## src/tcpwm_pkg.sv

```systemverilog
package tcpwm_pkg;
   // Register byte offsets
   localparam logic [7:0] OFF_CLK_EN = 8'h00;
   localparam logic [7:0] OFF_START = 8'h04;
   localparam logic [7:0] OFF_STOP = 8'h08;
   localparam logic [7:0] OFF_MASTER_CMP = 8'h0c;
   localparam logic [7:0] OFF_SLAVE_CMP = 8'h10;
   localparam logic [7:0] OFF_SLAVE_MODE = 8'h14;
   localparam logic [7:0] OFF_PRESCALE = 8'h18;
   localparam logic [7:0] OFF_STATUS = 8'h1c;
   localparam logic [7:0] OFF_IRQ_STAT = 8'h20;
   localparam logic [7:0] OFF_IRQ_MASK = 8'h24;
   localparam logic [7:0] OFF_P1_LATCH = 8'h28;
   localparam logic [7:0] OFF_P1_DIR = 8'h2c;
   // Field positions
   localparam int BIT_UNIT0_CLK = 0;
   localparam int BIT_CH0 = 0;
   localparam int BIT_CH3 = 3;
   localparam int BIT_IND = 0;
   localparam int STS_LSB = 8;
   localparam int STS_MSB = 10;
   // Start trigger selection: master interrupt
   localparam logic [2:0] STS_MASTER = 3'b100;
   // Reset values
   localparam logic [15:0] RST_CMP = 16'h0000;
   localparam logic [15:0] RST_SLAVE_MODE = 16'h0409;
   localparam logic [7:0] RST_P1_DIR = 8'hff;
   localparam logic [7:0] RST_P1_LATCH = 8'h00;
   localparam logic [3:0] RST_PRESCALE = 4'h0;
   // Interrupt status bits
   localparam int IRQ_PERIOD = 0;
   localparam int IRQ_SLAVE_END = 1;
   localparam int IRQ_W = 2;
   // Slave channel states
   typedef enum logic [0:0] {TCPWM_IDLE, TCPWM_RUN} tcpwm_state_t;
endpackage : tcpwm_pkg

```

## src/tcpwm_cnt_if.sv

```systemverilog
`timescale 1ns/1ps
// Count channel control and status bundle
interface tcpwm_cnt_if;
   logic tick;
   logic load;
   logic en;
   logic [15:0] cmp;
   logic expire;
   logic [15:0] count;
   modport ctrl (output tick, output load, output en, output cmp, input expire, input count);
   modport chan (input tick, input load, input en, input cmp, output expire, output count);
endinterface : tcpwm_cnt_if

```

## src/tcpwm_down_counter.sv

```systemverilog
`timescale 1ns/1ps
// Down counter that reloads on load and flags its expiry
module tcpwm_down_counter
   import tcpwm_pkg::*;
#(
   parameter int WIDTH = 16
) (
   // Clock and reset
   input wire logic pclk,
   input wire logic presetn,
   // Control
   tcpwm_cnt_if.chan c
);
   logic [WIDTH-1:0] cnt_r;
   logic exp_r;

   // Count down each tick, reload on request
   always_ff @(posedge pclk or negedge presetn) begin
      if (!presetn) begin
         cnt_r <= '0;
         exp_r <= 1'b0;
      end else begin
         exp_r <= 1'b0;
         if (!c.en) begin
            cnt_r <= '0;
         end else if (c.load) begin
            cnt_r <= c.cmp;
         end else if (c.tick) begin
            if (cnt_r == '0) begin
               exp_r <= 1'b1; // One pulse at underflow
               cnt_r <= c.cmp;
            end else begin
               cnt_r <= cnt_r - 1'b1;
            end
         end
      end
   end
   assign c.count = cnt_r;
   assign c.expire = exp_r;
endmodule : tcpwm_down_counter

```

## src/tcpwm_top.sv

```systemverilog
`timescale 1ns/1ps
module tcpwm_top
   import tcpwm_pkg::*;
#(
   parameter int CMP_W = 16
) (
   // APB slave
   input wire logic pclk,
   input wire logic presetn,
   input wire logic psel,
   input wire logic penable,
   input wire logic pwrite,
   input wire logic [7:0] paddr,
   input wire logic [31:0] pwdata,
   output logic [31:0] prdata,
   output logic pready,
   output logic pslverr,
   // Pins
   output logic pulse_output_pin,
   input wire logic indicator_pin_in,
   output logic indicator_pin_out,
   output logic indicator_pin_oe,
   // Interrupt
   output logic irq
);
   logic timer_unit_clock_gate_r;
   logic [3:0] prescale_r;
   logic [15:0] master_compare_value_r;
   logic [15:0] slave_compare_value_r;
   logic [15:0] slave_mode_r;
   logic [7:0] port1_output_latch_r;
   logic [7:0] port1_direction_r;
   logic [IRQ_W-1:0] irq_stat_r;
   logic [IRQ_W-1:0] irq_mask_r;
   logic master_run_r;
   logic slave_en_r;
   logic [15:0] pre_cnt_r;
   logic tick;
   logic [31:0] rdata_nxt;
   logic pin_r;
   logic wr_acc;
   logic rd_acc;
   logic setup_cyc;
   logic [15:0] pre_mask;
   logic [IRQ_W-1:0] irq_evt;
   logic stat_rd;
   logic slave_running;
   logic slave_last_tick;
   tcpwm_state_t slave_state_r;
   tcpwm_cnt_if mst ();
   tcpwm_cnt_if slv ();

   // Write or read completes in the single access cycle
   assign wr_acc = psel && penable && pwrite;
   assign rd_acc = psel && penable && !pwrite;
   assign setup_cyc = psel && !penable;

   // Address decode shared by read and write paths
   function automatic logic hit(input logic [7:0] a, input logic [7:0] off);
      hit = (a == off);
   endfunction : hit

   // Start trigger field of a mode word
   function automatic logic [2:0] trig_sel(input logic [15:0] mode);
      trig_sel = mode[STS_MSB:STS_LSB];
   endfunction : trig_sel

   // Clock gate and prescaler; software must enable before programming
   always_ff @(posedge pclk or negedge presetn) begin
      if (!presetn) begin
         timer_unit_clock_gate_r <= 1'b0;
         prescale_r <= RST_PRESCALE;
      end else if (wr_acc) begin
         if (hit(paddr, OFF_CLK_EN)) begin
            timer_unit_clock_gate_r <= pwdata[BIT_UNIT0_CLK];
         end
         if (hit(paddr, OFF_PRESCALE)) begin
            prescale_r <= pwdata[3:0];
         end
      end
   end

   // Count clock divider: a one-cycle enable, gated off when the unit clock stops
   // It restarts from zero when the gate opens; a channel start with the gate already open keeps the running phase
   always_ff @(posedge pclk or negedge presetn) begin
      if (!presetn) begin
         pre_cnt_r <= 16'h0000;
      end else if (!timer_unit_clock_gate_r) begin
         pre_cnt_r <= 16'h0000;
      end else begin
         pre_cnt_r <= pre_cnt_r + 16'h0001;
      end
   end
   // Low prescale bits that must all be set; a 2**prescale divide
   assign pre_mask = (16'h0001 << prescale_r) - 16'h0001;
   // A stopped unit never ticks, so no channel can move without its clock
   assign tick = timer_unit_clock_gate_r && ((pre_cnt_r & pre_mask) == pre_mask);

   // Timer data registers, writable only with the clock supplied
   // Writes while the unit has no clock are dropped, as the unit cannot take them
   always_ff @(posedge pclk or negedge presetn) begin
      if (!presetn) begin
         master_compare_value_r <= RST_CMP;
         slave_compare_value_r <= RST_CMP;
         slave_mode_r <= RST_SLAVE_MODE;
      end else if (wr_acc && timer_unit_clock_gate_r) begin
         if (hit(paddr, OFF_MASTER_CMP)) begin
            master_compare_value_r <= pwdata[15:0];
         end
         if (hit(paddr, OFF_SLAVE_CMP)) begin
            slave_compare_value_r <= pwdata[15:0]; // Duty step is software's job
         end
         if (hit(paddr, OFF_SLAVE_MODE)) begin
            slave_mode_r <= pwdata[15:0];
         end
      end
   end

   // Start and stop: both channels start only from one write with both bits
   // Closing the clock gate stops both, so a half-started pair cannot survive it
   always_ff @(posedge pclk or negedge presetn) begin
      if (!presetn) begin
         master_run_r <= 1'b0;
         slave_en_r <= 1'b0;
      end else if (!timer_unit_clock_gate_r) begin
         master_run_r <= 1'b0;
         slave_en_r <= 1'b0;
      end else if (wr_acc && hit(paddr, OFF_START) && pwdata[BIT_CH0] && pwdata[BIT_CH3]) begin
         master_run_r <= 1'b1;
         slave_en_r <= 1'b1;
      end else if (wr_acc && hit(paddr, OFF_STOP)) begin
         if (pwdata[BIT_CH0]) begin
            master_run_r <= 1'b0;
         end
         if (pwdata[BIT_CH3]) begin
            slave_en_r <= 1'b0;
         end
      end
   end

   // Master: interval mode, period of compare plus one ticks
   assign mst.tick = tick;
   assign mst.load = 1'b0;
   assign mst.en = master_run_r;
   assign mst.cmp = master_compare_value_r;
   tcpwm_down_counter #(.WIDTH(CMP_W)) u_master (
      .pclk(pclk),
      .presetn(presetn),
      .c(mst.chan)
   );

   // Slave: one-count, started by the master interrupt when selected
   assign slave_running = (slave_state_r == TCPWM_RUN);
   assign slv.tick = tick && slave_running;
   assign slv.load = mst.expire && (trig_sel(slave_mode_r) == STS_MASTER);
   assign slv.en = slave_en_r;
   assign slv.cmp = slave_compare_value_r - 16'h0001; // Width of compare ticks
   tcpwm_down_counter #(.WIDTH(CMP_W)) u_slave (
      .pclk(pclk),
      .presetn(presetn),
      .c(slv.chan)
   );

   // The pin drops on the tick that empties the count, not on the expiry flag a cycle later,
   // so the high time is exactly compare ticks
   assign slave_last_tick = slv.tick && (slv.count == '0);

   // Slave one-shot state and pulse pin
   always_ff @(posedge pclk or negedge presetn) begin
      if (!presetn) begin
         slave_state_r <= TCPWM_IDLE;
         pin_r <= 1'b0;
      end else if (!slave_en_r) begin
         slave_state_r <= TCPWM_IDLE;
         pin_r <= 1'b0;
      end else begin
         case (slave_state_r)
            TCPWM_IDLE: begin
               if (slv.load && slave_compare_value_r != RST_CMP) begin
                  slave_state_r <= TCPWM_RUN;
                  pin_r <= 1'b1;
               end
            end
            TCPWM_RUN: begin
               // A compare above the period is retriggered before it ends: the pin stays high
               if (slv.load) begin
                  pin_r <= 1'b1; // Restart valid during count
               end else if (slave_last_tick) begin
                  slave_state_r <= TCPWM_IDLE;
                  pin_r <= 1'b0;
               end
            end
            default: begin
               slave_state_r <= TCPWM_IDLE;
            end
         endcase
      end
   end
   assign pulse_output_pin = pin_r;

   // Port 1 latch and direction
   // Latch writes are kept while the pin is an input, so a level can be set before driving
   always_ff @(posedge pclk or negedge presetn) begin
      if (!presetn) begin
         port1_output_latch_r <= RST_P1_LATCH;
         port1_direction_r <= RST_P1_DIR;
      end else if (wr_acc) begin
         if (hit(paddr, OFF_P1_LATCH)) begin
            port1_output_latch_r <= pwdata[7:0];
         end
         if (hit(paddr, OFF_P1_DIR)) begin
            port1_direction_r <= pwdata[7:0];
         end
      end
   end

   // Indicator pin registered from latch and direction
   // One cycle of lag keeps both pin outputs straight from flops
   always_ff @(posedge pclk or negedge presetn) begin
      if (!presetn) begin
         indicator_pin_out <= 1'b0;
         indicator_pin_oe <= 1'b0;
      end else begin
         indicator_pin_out <= port1_output_latch_r[BIT_IND];
         indicator_pin_oe <= !port1_direction_r[BIT_IND];
      end
   end

   // Event sources, one per status bit; the slave flag comes from its expiry pulse
   assign irq_evt[IRQ_PERIOD] = mst.expire;
   assign irq_evt[IRQ_SLAVE_END] = slv.expire;
   assign stat_rd = rd_acc && hit(paddr, OFF_IRQ_STAT);

   // Sticky status: hardware set wins over read-clear in the access cycle; an event in the setup cycle misses the read data and is cleared
   for (genvar gi = 0; gi < IRQ_W; gi++) begin : g_stat
      always_ff @(posedge pclk or negedge presetn) begin
         if (!presetn) begin
            irq_stat_r[gi] <= 1'b0;
         end else if (irq_evt[gi]) begin
            irq_stat_r[gi] <= 1'b1;
         end else if (stat_rd) begin
            irq_stat_r[gi] <= 1'b0;
         end
      end
   end

   // Mask and level interrupt; the line lags the status by one cycle
   always_ff @(posedge pclk or negedge presetn) begin
      if (!presetn) begin
         irq_mask_r <= '0;
         irq <= 1'b0;
      end else begin
         if (wr_acc && hit(paddr, OFF_IRQ_MASK)) begin
            irq_mask_r <= pwdata[IRQ_W-1:0];
         end
         irq <= |(irq_stat_r & irq_mask_r);
      end
   end

   // Read mux; unmapped reads return zero
   // Latch bit 0 returns the pin level while the pin is an input
   always_comb begin
      rdata_nxt = 32'h0000_0000;
      case (paddr)
         OFF_CLK_EN: rdata_nxt = {31'h0, timer_unit_clock_gate_r};
         OFF_MASTER_CMP: rdata_nxt = {16'h0, master_compare_value_r};
         OFF_SLAVE_CMP: rdata_nxt = {16'h0, slave_compare_value_r};
         OFF_SLAVE_MODE: rdata_nxt = {16'h0, slave_mode_r};
         OFF_PRESCALE: rdata_nxt = {28'h0, prescale_r};
         OFF_STATUS: rdata_nxt = {mst.count, 12'h0, pin_r, slave_state_r == TCPWM_RUN, slave_en_r, master_run_r};
         OFF_IRQ_STAT: rdata_nxt = {30'h0, irq_stat_r};
         OFF_IRQ_MASK: rdata_nxt = {30'h0, irq_mask_r};
         OFF_P1_LATCH: rdata_nxt = {24'h0, port1_output_latch_r[7:1], indicator_pin_oe ? port1_output_latch_r[BIT_IND] : indicator_pin_in};
         OFF_P1_DIR: rdata_nxt = {24'h0, port1_direction_r};
         default: rdata_nxt = 32'h0000_0000;
      endcase
   end

   // APB answer: no wait state, data registered in setup
   always_ff @(posedge pclk or negedge presetn) begin
      if (!presetn) begin
         prdata <= 32'h0000_0000;
         pready <= 1'b0;
         pslverr <= 1'b0;
      end else begin
         pready <= setup_cyc; // Exactly one access cycle per transfer
         pslverr <= 1'b0;
         if (setup_cyc && !pwrite) begin
            prdata <= rdata_nxt;
         end
      end
   end
endmodule : tcpwm_top

```

## config.mk

```make
export PLATFORM = sky130hd
export DESIGN_NAME = tcpwm_top
export DESIGN_NICKNAME = d
export VERILOG_FILES = /design/src/tcpwm_pkg.sv /design/src/tcpwm_cnt_if.sv /design/src/tcpwm_down_counter.sv /design/src/tcpwm_top.sv
export SDC_FILE = /design/constraint.sdc
export NUM_CORES = 1
export LEC_CHECK = 0
export BUFFER_PORTS_ARGS = -buffer_cell sky130_fd_sc_hd__buf_2
export CAP_MARGIN = 5
export CORE_AREA = 2 2 122 124
export CTS_CLUSTER_DIAMETER = 40
export DETAILED_ROUTE_END_ITERATION = 10
export DIE_AREA = 0 0 124 126
export GPL_ROUTABILITY_DRIVEN = 0
export PLACE_DENSITY = 0.8
export SLEW_MARGIN = 20
export SYNTH_ARGS = -nofsm -noshare
export SYNTH_HDL_FRONTEND = slang
export SYNTH_SLANG_ARGS = --single-unit
export TNS_END_PERCENT = 30
```

## constraint.sdc

```tcl
create_clock -name pclk -period 6.35 [get_ports pclk]
set_clock_uncertainty 0.15 [all_clocks]
set_input_delay 0.3175 -clock pclk [delete_from_list [all_inputs] [get_ports pclk]]
set_output_delay 0.3175 -clock pclk [all_outputs]
set_load 0.05 [all_outputs]
```

Word-level counts from Yosys, hierarchy flattened. Cells that the tools add are included.

Flip-flop bits (word level): 163. Input port bits: 46. Output and inout bits: 38. Word-level logic and storage cells: 128.

Add/sub/neg operators: 5. Eq/ne operators: 20. Shifts and indexed selects: 1. Mux-type cells: 38. Bitwise operators: 3. Reduce and logical (&&, ||, !) cells: 37.

Operators by type and width (count): $pmux 32 s10 (1); $mux 16 (8); $sub 16x1->16 const B (4); $eq 8x5->1 const B (4); $eq 8x6->1 const B (4); $logic_not 16->1 (2); $mux 1 (27); $reduce_and 2->1 (10); $logic_and 1x1->1 (17); $add 16x1->16 const B (1); $and 16x16->16 (1); $eq 16x16->1 (1); $eq 8x4->1 const B (2); $reduce_bool 16->1 (1); $shl 1x4->16 const A (1); $eq 8x3->1 const B (1); $logic_not 8->1 (1); $ne 3x1->1 const B (2); $ne 3x2->1 const B (2); $ne 4x3->1 const B (1); $pmux 1 s2 (2); $reduce_bool 2->1 (2); $eq 3x3->1 const B (1); $logic_not 1->1 (3); 5 further kinds (5).

Longest topological paths before layout. Gate-level depths: netlist (run 1).

Depth after elaboration: 11. Gate-level depth with buffers: 13. Depth with buffers taken out: 9.

Cells and area by module. From an unflattened synthesis (run 1), not the netlist that was laid out.

Cells, all modules: 853. Area total of the unflattened synthesis: 8822.2 um^2.

Modules (own cells, without submodules): tcpwm_top (instances 1, cells an instance 549, area an instance 6252.2 um^2, sequential area each 3216.8 um^2); tcpwm_down_counter (instances 2, cells an instance 152, area an instance 1285.0 um^2, sequential area each 425.4 um^2).

Worst setup path after synthesis (run 1). Ideal clock, no wire load.

Kind: register to register. From: reg prescale_r[2]. To: reg u_master.cnt_r[14] (netlist: u_master.c.count[14]). Library setup time: 131 ps. Arrival time: 2581 ps. Data required time: 6069 ps. Path slack: 3488 ps. Stages on the path, launching flop included: 14. Buffers on the path: 4. Clock period less this slack: 2862 ps. Cells stage by stage: dfrtp_1 > buf_2 > nor3_1 > nand2_1 > ha_1 > buf_2 > nand2_1 > a21oi_1 > o32a_1 > or3_1 > buf_2 > buf_2 > nor3_1 > o32ai_1.

Word-level cells in the longest chain between the ends: 6.

RTL lines: from (decl) (line tcpwm_top.sv:27) `logic [3:0] prescale_r;`; from (signal assigned) (line tcpwm_top.sv:78) `prescale_r <= pwdata[3:0];`; $shl 1x4->16 * (line tcpwm_top.sv:95) `assign pre_mask = (16'h0001 << prescale_r) - 16'h0001;`; $sub 16x1->16 * (line tcpwm_top.sv:95); $and 16x16->16 (line tcpwm_top.sv:97) `assign tick = timer_unit_clock_gate_r && ((pre_cnt_r & pre_mask) == pre_mask);`; $eq 16x16->1 * (line tcpwm_top.sv:97); $logic_and 1x1->1 * (line tcpwm_top.sv:97); $ne 2x1->1 (no line) *; to (signal assigned) (line tcpwm_down_counter.sv:27) `cnt_r <= c.cmp;`; to (signal assigned) (line tcpwm_down_counter.sv:31) `cnt_r <= c.cmp;`; to (signal assigned) (line tcpwm_down_counter.sv:33) `cnt_r <= cnt_r - 1'b1;`; to (decl) (line tcpwm_down_counter.sv:14) `logic [WIDTH-1:0] cnt_r;`.

Mark *: on every way between the ends. The rest lies on a longest branch, timed or not. A chain may end at the register's enable or synchronous reset.

Worst setup path after layout (run 1).
From: reg prescale_r[1]. To: reg u_master.cnt_r[12] (netlist: u_master.c.count[12]).

The elaborated chain is that of the path after synthesis.

==> impl_metrics.ini, run 1 <==
[clock_network]
h-tree-depth = 4
cts_hold_buf = 4
cts_resized = 0
clock_latency_ns = 0.43
numCtsBuffers = 17
clockRootBuffer = clkbuf_16
cts_setup_buffers = 0
clkTransAtPathRegs_ns = 0.06
clkSinkCount = 162
cts_tree = built
clk_path_buf_depth = 2

[timing]
slew-limit-headroom_pct = 23.0
timing.fmax_ghz = 0.275
period_needed_ns = 3.63
tns_ns = 0
drv_slew = 0
post-route-period-util_pct = 57.2
finalSetupViolations = 0
hold_viol = 0
worst_pin_slew_ns = 1.15
rsz0062_at_grt = no

[layout]
num-fill-cells = 1024
area_delta_synth_final_pct = 11.3
design_area_mm2 = 0.00941
layout-drive-gt1-share_pct = 22.7
antenna_cells = 0
fin_nets = 903

[floorplan]
coreArea_mm2 = 0.0143
die_area_mm2 = 0.0156
num_rows = 44
die_x_um = 124
boundaryPins = 84
start_util_pct = 59.1
die_y_um = 126

[yosys]
ys.flop_type = dfrtp_1
synth-async-reset-ratio_pct = 100
netlist_instances = 808
synth_nets = 861
synth_area_mm2 = 0.00846
synth_cell_types = 74
synth_top_area_share_pct = 44.7
synth.avg_cell_area_um2 = 10.5
ys_warn_count = 0
synth_top_cell_by_area = dfrtp_1
ys_ff_latch = 162
netlist_top_cells_area = dfrtp_1 45%, mux2_2 9.6%, nand2_1 3.8%, dfstp_2 3.4%, o21ai_0 3.1%
synth-seq-area-share_pct = 48.1
synth_edf_count = 0

[detailed_routing]
num_vias = 6856
viasPerCell = 6.55
final_antenna_net_count = 0
post-route-drc-count = 0
wl_per_cell_um = 20.3
drt_iter0_drc = 940
wl_um = 21200
drt-pass1-iter-count = 8

[global_routing]
grt_pass1_wl_um = 34700
grt_max_degree = 93
grt_antenna_before_repair = 0
gr-total-overflow = 0
grt_pass1_vias = 6871
grtUsageTotal_pct = 28.4

[setup_path]
crit_end = u_master.c.count[12]$_DFFE_PN0P_
rr_endpoint = u_master.c.count[12]$_DFFE_PN0P_
crit_start = prescale_r[1]$_DFFE_PN0P_
worstReg2RegStart = prescale_r[1]$_DFFE_PN0P_
worst-setup-path-type = reg -> reg
r2r_cells = 9
r2r_slack_ns = 2.72
crit_arrival_ns = 3.75
critPathMaxFanout = 27
critPathRequiredTime_ns = 6.47
start_kind = flip-flop
crit_path_end_kind = flip-flop

[power_and_ir_drop]
vdd_drop_max_v = 0.000214
power_density_mw_per_mm2 = 222
p_leak_nw = 4.40

[hold_path]
min_path_type = in -> reg

[placement]
dp_hpwl_um = 14600
place_area_mm2 = 0.00880
portBuffers = 66

[run_status]
outcome = complete, no violations

[run]
drv_cap = 0
## through the flow
step                      utilization (%)  total power (W)  hold WS (ns)  worst slack, ns  instances
after floorplan                         -          0.00109        -0.128             3.49        808
after global placement               61.5          0.00113         0.262             2.61       1010
after detailed placement             61.5          0.00113         0.284             2.46       1010
after CTS                            65.6          0.00209      0.000694             2.36       1046
after global routing                 65.7          0.00214       0.00504             2.52       1047
final                                65.7          0.00208       0.00318             2.72       1047
## cell usage after synthesis (5+ instances only)
library cell / number
a21boi_0: 8
a21o_1: 5
a21oi_1: 28
a221oi_1: 5
a222oi_1: 9
a22o_1: 18
a31oi_1: 5
and2_1: 15
and3_1: 6
buf_2: 13
clkbuf_1: 31
dfrtp_1: 151
dfstp_2: 11
ha_1: 7
inv_1: 12
mux2_2: 72
mux2i_1: 16
nand2_1: 86
nand2b_1: 7
nand3_1: 21
nand3b_1: 5
nand4_1: 6
nor2_1: 31
nor2b_1: 9
nor3_1: 24
nor4_1: 18
o211ai_1: 6
o21ai_0: 53
o2bb2ai_1: 13
o31ai_1: 11
or3_1: 11
xnor2_1: 13
xor2_1: 11
## flip-flops by register name, summed over array words and instances (netlist names), 15 cells and up
signal	count
master_compare_value_r	16
slave_mode_r	16
u_master.c.count	16
prdata	32
slave_compare_value_r	16
pre_cnt_r	15
u_slave.c.count	16
## layout by cell type (no fill, tap or decap), types with 5 or more instances in the layout
master / n
dfrtp_1: 151
nand2_1: 86
mux2_2: 72
buf_2: 65
o21ai_0: 53
nor2_1: 31
a21oi_1: 28
nor3_1: 24
nand3_1: 21
nor4_1: 18
a22o_1: 18
clkbuf_16: 17
mux2i_1: 16
and2_1: 15
xnor2_1: 13
o2bb2ai_1: 13
inv_1: 12
or3_1: 11
xor2_1: 11
o31ai_1: 11
dfstp_2: 11
nor2b_1: 9
a222oi_1: 9
a21boi_0: 8
nand2b_1: 7
ha_1: 7
nand4_1: 6
and3_1: 6
o211ai_1: 6
clkbuf_1: 6
nand3b_1: 5
a31oi_1: 5
a21o_1: 5
a221oi_1: 5
dlygate4sd3_1: 5
## cells by family (layout without fill, tap and decap cells)
group / count (synthesis) / in the layout / share of synthesized area [%]
adders and majority gates: 7 / 7 / 1.04
DFF: 162 / 162 / 48.1
other: 1 / 1 / 0.0443
muxes: 89 / 89 / 11.7
AOI/OAI and AO/OA: 194 / 194 / 15.9
xor gates and xnor gates: 24 / 24 / 2.49
buffers and inverters: 64 / 119 / 3.57
and+or+nand+nor: 267 / 267 / 17.1
## how the worst min path moves through the flow
stage                                              startpoint                                      to  slack [ns]  cells past startpoint
after floorplan                                       presetn              indicator_pin_oe$_DFF_PN0_       -0.13                      0
after global placement    port1_output_latch_r[0]$_DFFE_PN0P_             indicator_pin_out$_DFF_PN0_        0.26                      0
after detailed placement  port1_output_latch_r[0]$_DFFE_PN0P_             indicator_pin_out$_DFF_PN0_        0.28                      0
after CTS                                          pwdata[14]            slave_mode_r[14]$_DFFE_PN0P_      0.0007                      2
after global routing                                pwdata[9]             slave_mode_r[9]$_DFFE_PN0P_       0.005                      2
final                                              pwdata[12]  master_compare_value_r[12]$_DFFE_PN0P_       0.003                      2
## worst max-delay path, cell delays in order, from the launching register on
cell and delay [ns]:
dfrtp_1 0.55, nor3_1 0.26, nand2_1 0.09, ha_1 0.31
nand2_1 0.12, a21oi_1 0.07, o32a_1 0.40, or3_1 0.82
o311ai_0 0.54, o31ai_1 0.15
## layer usage
layer  up-vias  part of all wire (%)  track usage, %
met1      3378                    40            34.6
li1       3075                     -               -
met5         -                     0               0
met4         0                   3.3            13.3
met3        63                   6.5            6.97
met2       340                    50            47.1
## power by group
part           total (W)  internal, W  switching [W]
registers        0.00104      0.00104     0.00000337
clock network   0.000970     0.000568       0.000402
logic          0.0000750    0.0000213      0.0000537
## cell type report
class / count / area [um2] / area share [%]
clock buffers: 26 / 489 / 5.20
clock inverters: 6 / 57.6 / 0.612
inverters: 12 / 45.0 / 0.479
multi-input cells: 582 / 4100 / 43.6
flip-flops and latches: 162 / 4070 / 43.2
well taps: 184 / 230 / 2.45
repair buffers: 75 / 417 / 4.43
(Power assumes the default switching activity.)
==> run 2, diff against run 1 <==
==> constraint.sdc (replaced) <==
create_clock -name pclk -period 3.6 [get_ports pclk]
set_clock_uncertainty 0.15 [all_clocks]
set_input_delay 0.18 -clock pclk [delete_from_list [all_inputs] [get_ports pclk]]
set_output_delay 0.18 -clock pclk [all_outputs]
set_load 0.05 [all_outputs]
==> impl_metrics.ini, run 2 (synthesis gave the netlist of run 1 again) <==
[layout]
final_common_cell = dfrtp_1
layout-drive-gt1-share_pct = 24.2
fin_util_pct = 67.4
fin_nets = 933
antenna_cells = 0
mostFrequentLayoutCells = 151 x dfrtp_1, 86 x nand2_1, 72 x mux2_2
design_area_mm2 = 0.00965
area_delta_synth_final_pct = 14.2
largest_reg_flops = 32
regMostFlops = prdata

[setup_path]
crit_path_end_kind = flip-flop
worst-setup-path-type = reg -> reg
crit_arrival_ns = 3.61
start_kind = flip-flop
critPathRequiredTime_ns = 3.75
crit_chain = nor3_1 -> nand2_1 -> ha_1 -> nand2_1 -> a21oi_1 -> o32a_1 -> or3_2 -> buf_4 -> nor3_1 -> o32ai_1
path_delay_family = simple AND/OR/NAND/NOR gates
crit_path_max_incr_delay_ns = 0.73
critPathMaxFanout = 20
cp_slowest_cell = or3_2
worst-path-buf-inv = 1

[timing]
slew-limit-headroom_pct = 40.9
hold_viol = 0
worst_slack_ns = 0.132
tns_ns = 0
drv_slew = 0
timing.fmax_ghz = 0.288
finalSetupViolations = 0
period_needed_ns = 3.47
worst_pin_slew_ns = 0.885
rsz0062_at_grt = no
post-route-period-util_pct = 96.3

[clock_network]
clkTransAtPathRegs_ns = 0.06
numCtsBuffers = 17
clockRootBuffer = clkbuf_16
cts_setup_buffers = 0
cts_tree = built
h-tree-depth = 4
clk_path_buf_depth = 2
clkSinkCount = 162
clock_latency_ns = 0.44

[placement]
dp_hpwl_um = 15000
place_area_mm2 = 0.00891
portBuffers = 66
place_ws_ns = 0.216

[power_and_ir_drop]
p_leak_nw = 4.53
vdd_drop_max_v = 0.000368
power_density_mw_per_mm2 = 378

[global_routing]
grt_max_degree = 79
grt_pass1_wl_um = 35700
grtUsageTotal_pct = 29.4
grt_antenna_before_repair = 0
gr-total-overflow = 0
grt_pass1_vias = 6978

[floorplan]
coreArea_mm2 = 0.0143
boundaryPins = 84
num_rows = 44
die_y_um = 126
die_x_um = 124
start_util_pct = 59.1
die_area_mm2 = 0.0156

[detailed_routing]
final_antenna_net_count = 0
drt_iter0_drc = 919
drt-pass1-iter-count = 6
post-route-drc-count = 0
wl_per_cell_um = 20.5
num_vias = 7038
viasPerCell = 6.53
wl_um = 22100

[run_status]
outcome = complete, no violations

[hold_path]
min_path_type = in -> reg

[run]
drv_cap = 0
[run 2: cell types whose count changed in the layout (fill, tap and decap cells not counted), moves of 2 or more]
cell	before	now
buf_4	4	19
dlygate4sd3_1	5	20
clkbuf_1	6	3
clkinv_2	4	7
clkbuf_8	3	1
[run 2: cell type report]
type / instances / area (um2)
timing repair buffer: 105 / 679
fill: 1038 / 4660
sequential: 162 / 4070
tap: 184 / 230
multi-input combinational: 582 / 4090
clock buffer: 21 / 450
inverter: 12 / 45.0
clock inverter: 11 / 88.8
[run 2: what timing repair did]
action / 4_1_cts / 5_1_grt
resized for setup: 0 / 3
endpoints found under the setup margin: 0 / 6
hold buffers: 20 / 0
endpoints found under the hold margin: 135 / 0
[run 2: layer usage]
metal  vias to the layer above  wire length, um  GRT usage, %  share of wire, %
met5                         -                0             0                 0
met4                         0              777          14.1               3.5
met3                        86             1530          5.43               6.9
met2                       359            10900          48.2                49
met1                      3450             8880          37.6                40
li1                       3143                -             -                 -
[run 2: path summary, 6_finish.rpt]
| kind | from | end | slack (ns) | cells past startpoint |
|---|---|---|---|---|
| worst max-delay path | prescale_r[3]$_DFFE_PN0P_ | u_master.c.count[14]$_DFFE_PN0P_ | 0.13 | 10 |
| worst min-delay path | psel | irq_stat_r[0]$_DFFE_PN0P_ | 0.1 | 4 |
| worst max register to register | prescale_r[3]$_DFFE_PN0P_ | u_master.c.count[14]$_DFFE_PN0P_ | 0.13 | 10 |
| worst min register to register | port1_output_latch_r[0]$_DFFE_PN0P_ | indicator_pin_out$_DFF_PN0_ | 0.29 | 0 |
| max in group asynchronous | presetn | slave_mode_r[3]$_DFFE_PN1P_ | 2.20 | 3 |
| min in group asynchronous | presetn | indicator_pin_oe$_DFF_PN0_ | 0.17 | 2 |
[run 2: worst register-to-register path, stage by stage (launching register included)]
cell,delay [ns]
dfrtp_1,0.49
nor3_1,0.36
nand2_1,0.11
ha_1,0.31
nand2_1,0.10
a21oi_1,0.06
o32a_1,0.39
or3_2,0.73
buf_4,0.28
nor3_1,0.22
o32ai_1,0.12
[run 2: through the flow]
stage               instances  hold slack, ns  total power, W
detailed placement       1025          0.0933         0.00200
floorplan                 808          -0.266         0.00192
CTS                      1077          0.0955         0.00366
global placement         1025          0.0767         0.00199
global route             1077           0.138         0.00375
finish                   1077          0.0986         0.00365
[run 2: power breakdown]
part | leakage, nW | internal [W] | switching [W] | total (W)
sequential | 2.21 | 0.00183 | 0.00000402 | 0.00183
clock | 0.266 | 0.000959 | 0.000711 | 0.00167
combinational | 2.05 | 0.0000514 | 0.000101 | 0.000152
==> run 3, diff against run 2 <==
--- a/config.mk
+++ b/config.mk
@@ -12,7 +12,7 @@
 export DETAILED_ROUTE_END_ITERATION = 10
 export DIE_AREA = 0 0 124 126
 export GPL_ROUTABILITY_DRIVEN = 0
-export PLACE_DENSITY = 0.8
+export PLACE_DENSITY = 0.81
 export SLEW_MARGIN = 20
 export SYNTH_ARGS = -nofsm -noshare
 export SYNTH_HDL_FRONTEND = slang
==> impl_metrics.ini, run 3 (synthesis gave the netlist of run 1 again) <==
[floorplan]
num_rows = 44
die_x_um = 124
coreArea_mm2 = 0.0143
boundaryPins = 84
die_area_mm2 = 0.0156
start_util_pct = 59.1
die_y_um = 126

[global_routing]
grt_max_degree = 89
grtUsageTotal_pct = 28.3
grt_pass1_wl_um = 34400
grt_pass1_vias = 6675
grt_antenna_before_repair = 0
gr-total-overflow = 0

[clock_network]
h-tree-depth = 4
clk_path_buf_depth = 2
numCtsBuffers = 17
cts_tree = built
cts_resized = 0
clkTransAtPathRegs_ns = 0.06
clkSinkCount = 162
clockRootBuffer = clkbuf_16
cts_hold_buf = 20
clock_latency_ns = 0.43
cts_setup_buffers = 0

[layout]
mostFrequentLayoutCells = 151 x dfrtp_1, 86 x nand2_1, 72 x mux2_2
largest_reg_flops = 32
layout-drive-gt1-share_pct = 23.9
area_delta_synth_final_pct = 15.4
num-fill-cells = 1043
antenna_cells = 0
stdcell_count = 1076
final_common_cell = dfrtp_1
regMostFlops = prdata
fin_nets = 934
fin_util_pct = 68.2

[detailed_routing]
wl_per_cell_um = 19.6
viasPerCell = 6.43
final_antenna_net_count = 0
drt-pass1-iter-count = 5
post-route-drc-count = 0
wl_um = 21100
num_vias = 6920
drt_iter0_drc = 659

[timing]
period_needed_ns = 3.18
tns_ns = 0
hold_viol = 0
timing.fmax_ghz = 0.314
slew-limit-headroom_pct = 28.5
post-route-period-util_pct = 88.4
drv_slew = 0
rsz0062_at_grt = no
finalSetupViolations = 0
worst_pin_slew_ns = 1.06

[run_status]
outcome = complete, no violations

[run]
drv_cap = 0

[placement]
dp_hpwl_um = 14300
placed_cells_incl_taps = 1026
portBuffers = 66

[power_and_ir_drop]
p_leak_nw = 4.57
vdd_drop_max_v = 0.000335
power_density_mw_per_mm2 = 403

[hold_path]
min_path_type = in -> reg

[setup_path]
critPathMaxFanout = 14
crit_path_max_incr_delay_ns = 0.82
critPathRequiredTime_ns = 3.71
path_delay_family = compound AO/OA/AOI/OAI gates
crit_path_end_kind = flip-flop
crit_chain = nor3_1 -> nand2_1 -> ha_1 -> or3_1 -> a21oi_1 -> o32a_1 -> nor4_2 -> o21ai_1 -> o22ai_1
cp_slowest_cell = o21ai_1
worst-setup-path-type = reg -> reg
crit_arrival_ns = 3.29
worst-path-buf-inv = 0
start_kind = flip-flop
==> run 3: worst paths after layout <==
path | start | to | slack, ns | depth (start not counted)
max | prescale_r[3]$_DFFE_PN0P_ | u_slave.c.count[3]$_DFFE_PN0P_ | 0.42 | 9
min | psel | irq_stat_r[1]$_DFFE_PN0P_ | 0.11 | 4
max reg2reg | prescale_r[3]$_DFFE_PN0P_ | u_slave.c.count[3]$_DFFE_PN0P_ | 0.42 | 9
min reg2reg | port1_output_latch_r[0]$_DFFE_PN0P_ | indicator_pin_out$_DFF_PN0_ | 0.27 | 0
max in group asynchronous | presetn | slave_mode_r[10]$_DFFE_PN1P_ | 2.15 | 3
min in group asynchronous | presetn | port1_output_latch_r[0]$_DFFE_PN0P_ | 0.25 | 2
==> run 3: report_power, final <==
group	switching, W	total [W]	internal (W)
combinational	0.000100	0.000152	0.0000516
clock	0.000705	0.00195	0.00124
sequential	0.00000392	0.00183	0.00183
==> run 3: stage by stage <==
step	hold slack, ns	instance area (um2)	setup WS, ns	total power [W]
after detailed placement	0.144	8930	0.395	0.00200
after global routing	0.124	9760	0.241	0.00403
final	0.113	9760	0.417	0.00393
after CTS	0.0895	9760	0.414	0.00394
after global placement	0.147	8930	0.478	0.00200
after floorplan	-0.266	8460	0.738	0.00192
==> run 3: routing by layer <==
metal / vias up / track usage (%) / wire [um]
met3: 51 / 5.93 / 1300
met2: 311 / 46.1 / 10500
met5: - / 0 / 0
met1: 3413 / 37.0 / 8810
met4: 0 / 11.0 / 533
li1: 3145 / - / -
==> run 3: cell type report <==
type | count | area, um2 | share of cell area [%]
clock buffers | 21 | 450 | 4.61
flip-flops and latches | 162 | 4070 | 41.7
clock inverters | 9 | 181 | 1.86
well taps | 184 | 230 | 2.36
inverters | 12 | 45.0 | 0.461
multi-input cells | 582 | 4090 | 41.9
repair buffers | 106 | 699 | 7.16
==> run 3: worst min-delay path: stages <==
cell and delay [ns]:
buf_2 0.11, nor2b_1 0.14, nand4_1 0.11, a21o_1 0.12
